[src/hw/cldc_map.svh]
// Purpose: Constants for the continuous LED drive control block.
// Assumes: 50 MHz system clock.
// Notes: Counts are in clock cycles unless the name says otherwise.
`ifndef CLDC_MAP_SVH
`define CLDC_MAP_SVH
`define CLDC_REF_WIDTH 12
`define CLDC_PEAK_CURRENT_LIMIT_DAC_WIDTH 10
`define CLDC_SEL_WIDTH 4
`define CLDC_GAIN_WIDTH 4
`define CLDC_OFF_WIDTH 8
`define CLDC_OFF_RESET 8'h10
`define CLDC_SEL_NONE 4'h0
`define CLDC_CLK_MHZ 50
`endif

[src/hw/cldc_pkg.sv]
// Purpose: Types for the continuous LED drive control block.
// Assumes: Used through scoped names only.
// Notes: Blanking phase states are one-hot.
package cldc_pkg;
   typedef enum logic [3:0] {
      CLDC_IDLE = 4'b0001,
      CLDC_DISSIPATE = 4'b0010,
      CLDC_PRECHARGE = 4'b0100,
      CLDC_LIGHT = 4'b1000
   } cldc_phase_t;
endpackage

[src/hw/cldc_link_if.sv]
// Purpose: Signals between display controller and LED drive control.
// Assumes: Single clock domain.
// Notes: Controller drives segment framing; device drives nothing back.
`timescale 1ns/1ps
`include "cldc_map.svh"
interface cldc_link_if;
   logic [`CLDC_SEL_WIDTH-1:0] emitter_select_req;
   logic drive_request;
   logic low_resistance_shunt_req;
   logic dissipative_shunt_req;
   logic continuous_mode;
   logic [`CLDC_REF_WIDTH-1:0] light_reference;
   logic [`CLDC_PEAK_CURRENT_LIMIT_DAC_WIDTH-1:0] current_limit;
   logic [`CLDC_GAIN_WIDTH-1:0] amp_gain;
   logic [`CLDC_OFF_WIDTH-1:0] off_time;
   modport ctrl (
      output emitter_select_req, drive_request, low_resistance_shunt_req,
      output dissipative_shunt_req, continuous_mode, light_reference,
      output current_limit, amp_gain, off_time
   );
   modport drv (
      input emitter_select_req, drive_request, low_resistance_shunt_req,
      input dissipative_shunt_req, continuous_mode, light_reference,
      input current_limit, amp_gain, off_time
   );
endinterface

[src/hw/cldc_ctrl_end.sv]
// Purpose: Display controller end; frames each colour segment with blanking.
// Assumes: User supplies per-segment settings and durations in cycles.
// Notes: Time attenuation is the length of the light phase.
`timescale 1ns/1ps
`include "cldc_map.svh"
module cldc_ctrl_end #(
   parameter int DUR_WIDTH = 16
) (
   // Clock and reset
   input wire logic CLK_SYS,
   input wire logic RESET,
   // Segment request from user
   input wire logic SEG_START,
   input wire logic [`CLDC_SEL_WIDTH-1:0] SEG_EMITTER,
   input wire logic [DUR_WIDTH-1:0] SEG_DISSIPATE_CYCLES,
   input wire logic [DUR_WIDTH-1:0] SEG_PRECHARGE_CYCLES,
   input wire logic [DUR_WIDTH-1:0] SEG_LIGHT_CYCLES,
   input wire logic [`CLDC_REF_WIDTH-1:0] SEG_REFERENCE,
   input wire logic [`CLDC_PEAK_CURRENT_LIMIT_DAC_WIDTH-1:0] SEG_BLANK_LIMIT,
   input wire logic [`CLDC_PEAK_CURRENT_LIMIT_DAC_WIDTH-1:0] SEG_LIGHT_LIMIT,
   input wire logic [`CLDC_GAIN_WIDTH-1:0] SEG_GAIN,
   input wire logic [`CLDC_OFF_WIDTH-1:0] SEG_OFF_TIME,
   input wire logic SEG_CONTINUOUS,
   // Status
   output logic SEG_BUSY,
   // Link
   cldc_link_if.ctrl LINK
);
   // Elaboration check: counters wider than 32 bits are not served
   if (DUR_WIDTH < 1 || DUR_WIDTH > 32) begin : g_bad_dur_width
      $error("DUR_WIDTH out of range");
   end

   cldc_pkg::cldc_phase_t phase_reg, phase_next;
   logic [DUR_WIDTH-1:0] cnt_reg, cnt_next;
   logic [DUR_WIDTH-1:0] pre_len_reg, light_len_reg;
   logic [`CLDC_SEL_WIDTH-1:0] emit_reg;
   logic [`CLDC_PEAK_CURRENT_LIMIT_DAC_WIDTH-1:0] blank_lim_reg, light_lim_reg;
   logic [`CLDC_REF_WIDTH-1:0] ref_reg;
   logic [`CLDC_GAIN_WIDTH-1:0] gain_reg;
   logic [`CLDC_OFF_WIDTH-1:0] off_reg;
   logic cont_reg;
   wire cnt_done = (cnt_reg <= DUR_WIDTH'(1));
   wire take = SEG_START && (phase_reg == cldc_pkg::CLDC_IDLE);

   // Phase sequencing: dissipate, pre-charge, light, back to idle
   always_comb begin
      phase_next = phase_reg;
      cnt_next = cnt_reg - DUR_WIDTH'(1);
      case (phase_reg)
         cldc_pkg::CLDC_IDLE: begin
            cnt_next = SEG_DISSIPATE_CYCLES;
            if (SEG_START) phase_next = cldc_pkg::CLDC_DISSIPATE;
         end
         cldc_pkg::CLDC_DISSIPATE: begin
            if (cnt_done) begin
               phase_next = cldc_pkg::CLDC_PRECHARGE;
               cnt_next = pre_len_reg;
            end
         end
         cldc_pkg::CLDC_PRECHARGE: begin
            if (cnt_done) begin
               phase_next = cldc_pkg::CLDC_LIGHT;
               cnt_next = light_len_reg;
            end
         end
         cldc_pkg::CLDC_LIGHT: begin
            if (cnt_done) phase_next = cldc_pkg::CLDC_IDLE;
         end
         default: phase_next = cldc_pkg::CLDC_IDLE;
      endcase
   end

   // Segment state; settings captured once per segment
   always_ff @(posedge CLK_SYS) begin
      if (RESET) begin
         phase_reg <= cldc_pkg::CLDC_IDLE;
         cnt_reg <= '0;
      end else begin
         phase_reg <= phase_next;
         cnt_reg <= cnt_next;
      end
   end

   always_ff @(posedge CLK_SYS) begin
      if (RESET) begin
         pre_len_reg <= '0;
         light_len_reg <= '0;
         emit_reg <= `CLDC_SEL_NONE;
         blank_lim_reg <= '0;
         light_lim_reg <= '0;
         ref_reg <= '0;
         gain_reg <= '0;
         off_reg <= `CLDC_OFF_RESET;
         cont_reg <= 1'b1;
      end else if (take) begin
         pre_len_reg <= SEG_PRECHARGE_CYCLES;
         light_len_reg <= SEG_LIGHT_CYCLES;
         emit_reg <= SEG_EMITTER;
         blank_lim_reg <= SEG_BLANK_LIMIT;
         light_lim_reg <= SEG_LIGHT_LIMIT;
         ref_reg <= SEG_REFERENCE;
         gain_reg <= SEG_GAIN;
         off_reg <= SEG_OFF_TIME;
         cont_reg <= SEG_CONTINUOUS;
      end
   end

   // Link enables, emitter select and current limit decoded from the phase; other settings pass straight through
   wire in_dis = (phase_reg == cldc_pkg::CLDC_DISSIPATE);
   wire in_pre = (phase_reg == cldc_pkg::CLDC_PRECHARGE);
   wire in_light = (phase_reg == cldc_pkg::CLDC_LIGHT);
   assign LINK.dissipative_shunt_req = in_dis;
   assign LINK.low_resistance_shunt_req = in_pre;
   assign LINK.drive_request = in_pre || in_light;
   assign LINK.emitter_select_req = in_light ? emit_reg : `CLDC_SEL_NONE;
   assign LINK.current_limit = in_light ? light_lim_reg : blank_lim_reg;
   assign LINK.light_reference = ref_reg;
   assign LINK.amp_gain = gain_reg;
   assign LINK.off_time = off_reg;
   assign LINK.continuous_mode = cont_reg;

   always_ff @(posedge CLK_SYS) begin
      if (RESET) SEG_BUSY <= 1'b0;
      else SEG_BUSY <= (phase_next != cldc_pkg::CLDC_IDLE);
   end
endmodule

[src/flat_wrapper.sv]
// flat-port wrapper written by rule: the top's interface ports become plain ports
module cldc_ctrl_end_flat 
#(
   parameter int DUR_WIDTH = 16
)
  (CLK_SYS, RESET, SEG_START, SEG_EMITTER, SEG_DISSIPATE_CYCLES, SEG_PRECHARGE_CYCLES, SEG_LIGHT_CYCLES, SEG_REFERENCE, SEG_BLANK_LIMIT, SEG_LIGHT_LIMIT, SEG_GAIN, SEG_OFF_TIME, SEG_CONTINUOUS, SEG_BUSY, LINK_emitter_select_req, LINK_drive_request, LINK_low_resistance_shunt_req, LINK_dissipative_shunt_req, LINK_continuous_mode, LINK_light_reference, LINK_current_limit, LINK_amp_gain, LINK_off_time);
  cldc_link_if LINK_i ();
  input wire logic CLK_SYS;
  input wire logic RESET;
  input wire logic SEG_START;
  input wire logic [`CLDC_SEL_WIDTH-1:0] SEG_EMITTER;
  input wire logic [DUR_WIDTH-1:0] SEG_DISSIPATE_CYCLES;
  input wire logic [DUR_WIDTH-1:0] SEG_PRECHARGE_CYCLES;
  input wire logic [DUR_WIDTH-1:0] SEG_LIGHT_CYCLES;
  input wire logic [`CLDC_REF_WIDTH-1:0] SEG_REFERENCE;
  input wire logic [`CLDC_PEAK_CURRENT_LIMIT_DAC_WIDTH-1:0] SEG_BLANK_LIMIT;
  input wire logic [`CLDC_PEAK_CURRENT_LIMIT_DAC_WIDTH-1:0] SEG_LIGHT_LIMIT;
  input wire logic [`CLDC_GAIN_WIDTH-1:0] SEG_GAIN;
  input wire logic [`CLDC_OFF_WIDTH-1:0] SEG_OFF_TIME;
  input wire logic SEG_CONTINUOUS;
  output logic SEG_BUSY;
  output wire logic [$bits(LINK_i.emitter_select_req)-1:0] LINK_emitter_select_req;
  output wire logic [$bits(LINK_i.drive_request)-1:0] LINK_drive_request;
  output wire logic [$bits(LINK_i.low_resistance_shunt_req)-1:0] LINK_low_resistance_shunt_req;
  output wire logic [$bits(LINK_i.dissipative_shunt_req)-1:0] LINK_dissipative_shunt_req;
  output wire logic [$bits(LINK_i.continuous_mode)-1:0] LINK_continuous_mode;
  output wire logic [$bits(LINK_i.light_reference)-1:0] LINK_light_reference;
  output wire logic [$bits(LINK_i.current_limit)-1:0] LINK_current_limit;
  output wire logic [$bits(LINK_i.amp_gain)-1:0] LINK_amp_gain;
  output wire logic [$bits(LINK_i.off_time)-1:0] LINK_off_time;
  assign LINK_emitter_select_req = LINK_i.emitter_select_req;
  assign LINK_drive_request = LINK_i.drive_request;
  assign LINK_low_resistance_shunt_req = LINK_i.low_resistance_shunt_req;
  assign LINK_dissipative_shunt_req = LINK_i.dissipative_shunt_req;
  assign LINK_continuous_mode = LINK_i.continuous_mode;
  assign LINK_light_reference = LINK_i.light_reference;
  assign LINK_current_limit = LINK_i.current_limit;
  assign LINK_amp_gain = LINK_i.amp_gain;
  assign LINK_off_time = LINK_i.off_time;
  cldc_ctrl_end #(.DUR_WIDTH(DUR_WIDTH)) u_core (.CLK_SYS(CLK_SYS), .RESET(RESET), .SEG_START(SEG_START), .SEG_EMITTER(SEG_EMITTER), .SEG_DISSIPATE_CYCLES(SEG_DISSIPATE_CYCLES), .SEG_PRECHARGE_CYCLES(SEG_PRECHARGE_CYCLES), .SEG_LIGHT_CYCLES(SEG_LIGHT_CYCLES), .SEG_REFERENCE(SEG_REFERENCE), .SEG_BLANK_LIMIT(SEG_BLANK_LIMIT), .SEG_LIGHT_LIMIT(SEG_LIGHT_LIMIT), .SEG_GAIN(SEG_GAIN), .SEG_OFF_TIME(SEG_OFF_TIME), .SEG_CONTINUOUS(SEG_CONTINUOUS), .SEG_BUSY(SEG_BUSY), .LINK(LINK_i));
endmodule
[config.mk]
export PLATFORM = sky130hd
export DESIGN_NAME = cldc_ctrl_end_flat
export DESIGN_NICKNAME = d
export VERILOG_FILES = /design/src/hw/cldc_pkg.sv /design/src/hw/cldc_link_if.sv /design/src/hw/cldc_ctrl_end.sv /design/src/flat_wrapper.sv
export VERILOG_INCLUDE_DIRS = /design/src /design/src/hw
export SDC_FILE = /design/constraint.sdc
export NUM_CORES = 1
export LEC_CHECK = 0
export BUFFER_PORTS_ARGS = -buffer_cell sky130_fd_sc_hd__buf_4
export CAP_MARGIN = 20
export CORE_MARGIN = 2
export CORE_UTILIZATION = 45
export CTS_BUF_LIST = sky130_fd_sc_hd__clkbuf_2
export DETAILED_ROUTE_END_ITERATION = 7
export GPL_TIMING_DRIVEN = 0
export PLACE_DENSITY = 0.74
export SYNTH_ARGS = -nofsm -noshare
export SYNTH_HDL_FRONTEND = slang
export SYNTH_SLANG_ARGS = --single-unit
[constraint.sdc]
create_clock -name CLK_SYS -period 6.85 [get_ports CLK_SYS]
set_clock_uncertainty 0.2 [all_clocks]
set_input_delay 1.37 -clock CLK_SYS [delete_from_list [all_inputs] [get_ports CLK_SYS]]
set_output_delay 1.37 -clock CLK_SYS [all_outputs]
set_load 0.05 [all_outputs]
==> impl_results.md <==
* IO buf count at 141
* Design area at 5704 µm²
* Hold endpoint: u_core.light_lim_reg[2]
* Worst-Margin Slew at 0.9607 ns
* Seq/Total Area, Yosys at 0.4670
* CP max FO at 10
* Count of cell types in the netlist at 39
* Setup ws final at 2.037 ns
* Drc violations at 0
* Clock-pin slew on the worst setup and hold paths at 0.28 ns
* Endpoints failing hold at 0
* Wire per inst at 15.01 µm
* Vias per inst at 5.208
* Layout Cells excl Fill at 822
* Post-synth top area share at 0.4670
* Area after DPL at 5593 µm²
* Cts hold-fix bufs at 0
* TritonCTS sink count at 102
* # rows at 35
* EDFF count, synth at 0
* Die Y at 102.6 µm
* Die width at 102.6 µm
* Global routing usage on met1 at 0.3132
* H-Tree Depth at 3
* Post-route ant nets at 0
* Worst R2R End: u_core.light_len_reg[8]
* Final slew viol count at 0
* Total CTS buffers at 9
* GRT Total Usage at 0.2374
* Setup Crit Path Kind: flip-flop to primary output
* Placed insts at 806
* CP arrival at 3.24 ns
* Yosys warns at 0
* CP Capture Type: primary output
* Synthesized area at 4373 µm²
* Syn Inst Count at 536
* Share of cells above drive strength 1 at 0.2843
* Crit path required time at 5.28 ns
* Layout filler cell count at 859
* Starting Density at 0.4688
* Hold_sp: u_core.light_lim_reg[2]
* Worst skew pair latency at 0.57 ns
* Reg-to-reg startpoint: u_core.phase_reg[0]
* Core Region at 9328 µm²
* Met2 usage at 0.3826
* Gr busiest metal: met2
* Multiplexer share of the synthesized area at 0.02575
* Die footprint at 10520 µm²
* Routed WL at 12340 µm
* GPL Wtd Cong at 0.8977
* Synthesized Nets at 638
* Largest net degree at the start of global routing at 17
* Reg-to-reg slack, setup at 3.83 ns
* Storage cell area at 2042 µm²
* Worst relative slew slack at 0.3579
* Total of max-cap violations at 0
* Largest area contributor in the netlist: dfxtp_1
* Synth Area in Compound Gates at 0.1906
* Commonest non-fill, non-tap cell in the layout: nand2_1
* RSZ-0062 raised after global routing: no
* First-pass GRT wire length at 19550 µm
* Final layout net count at 790
* Top post-synthesis cells by area: dfxtp_1 (47%), nand2_1 (14%), a21oi_1 (11%)
* Final setup TNS at 0 ns
* CTS resizes at 0
* Main synth FF type: dfxtp_1
* Met3 Usage GRT at 0.04814
* Worst hold path class: flip-flop to flip-flop
* P_leak at 2.460 nW
* Crit start category: flip-flop
* Worst VDD drop at 120.2 µV
* Num ports at 143
* CTS max path bufs at 2
* Outcome: finished clean
* Via count at 4281
* Crit share post-route at 0.7026
* Grt ovf at 0
* PwrDens at 245.0 nW/µm²
* Final Critical Period at 4.813 ns
* Async set-reset flop share out of synthesis at 0
* Initial antenna violation count at 0
* Post-synthesis xor/xnor area fraction at 0.02804
* Mean Syn Cell Area at 8.158 µm²
* Worst R2R Path Depth at 8
* Antenna fix cells at 0
* Most frequent cells in the layout: nand2_1 (168), buf_4 (142), dfxtp_1 (102)
* Pre-CTS setup slack at 2.711 ns
* Area Overhead vs Synth at 30.44%
* Post-Synth Simple-Gate Area at 0.2372
* DR iter-0 viols at 166
* Final setup violation count at 0
* Multi-input gate area at 2131 µm²
* DRT Pass-1 Iters at 5
* Root Driver: clkbuf_2
* Max Fclk at 207.8 MHz
* Largest family of logic cells by synthesized area: simple AND/OR/NAND/NOR gates
* Adder-Cell Fraction of Synth Area at 0.005722
* Hold Path Stages at 2
* Synth Register Bits at 102
* DP HPWL at 9229 µm
* Vias in the first global route at 4102
* Post-CTS Setup Repair Bufs at 0
* CTS tree: built
-- routing by layer --
| layer | share of wire | wire, µm |
|---|---|---|
| met1 | 0.43 | 5296 |
| met2 | 0.48 | 5871 |
| met3 | 0.070 | 858 |
| met4 | 0.025 | 314 |
| met5 | 0 | 0 |
-- through the flow --
stage	power, mW	util	hold WS (ns)
2_1_floorplan	0.9802	-	0.2317
3_3_place_gp	1.108	0.5996	0.2389
3_5_place_dp	1.120	0.5996	0.2470
4_1_cts	1.403	0.6115	0.2733
5_1_grt	1.472	0.6115	0.2902
6_report	1.398	0.6115	0.2696
-- layout make-up --
class,instances,area share
buffer,42,0.03378
clock buffer,10,0.008774
clock inverter,6,0.01075
inverter,2,0.001316
multi-input combinational,390,0.3735
sequential,102,0.3580
tap,129,0.02830
timing repair buffer,141,0.1856
-- worst max-delay path, stage by stage (launching register included) --
cell      delay, ns
dfxtp_1        0.39
clkbuf_1       0.33
nor4b_2        0.85
clkbuf_1       0.50
mux2_2         0.41
buf_4          0.19
-- how the worst max path moves through the flow --
stage | cells past startpoint | to | slack (ns) | start
finish | 5 | LINK_current_limit[5] | 2.04 | u_core.phase_reg[3]
global route | 5 | LINK_current_limit[8] | 1.82 | u_core.phase_reg[3]
CTS | 5 | LINK_current_limit[8] | 2.03 | u_core.phase_reg[3]
detailed placement | 5 | LINK_current_limit[8] | 2.71 | u_core.phase_reg[3]
global placement | 5 | LINK_current_limit[6] | 2.75 | u_core.phase_reg[3]
floorplan | 2 | LINK_dissipative_shunt_req | 2.96 | u_core.phase_reg[0]
-- Yosys cell counts (all sizes together) (2+ instances only) --
master	instances
nand2	168
dfxtp	102
a21oi	95
clkbuf	26
and2	19
buf	16
o22ai	16
a41o	13
mux2	10
xnor2	9
nor2	8
nor3	7
a22oi	6
nor4	5
xor2	5
nor4b	4
and3	3
nand3	3
nor2b	3
ha	2
inv	2
nand2b	2
nand3b	2
o21ai	2
-- power breakdown --
| group | internal (mW) | total, mW | switching, mW |
|---|---|---|---|
| sequential | 0.653 | 0.696 | 0.0426 |
| clock | 0.0852 | 0.286 | 0.201 |
| combinational | 0.167 | 0.416 | 0.249 |
-- logic make-up after synthesis --
family,after synthesis
AND/OR/NAND/NOR,230
XOR/XNOR,14
AO/OA/AOI/OAI,134
flip-flops,102
multiplexers,10
buffers and inverters,44
adder cells (fa/ha/maj),2
(Power assumes the default switching activity.)
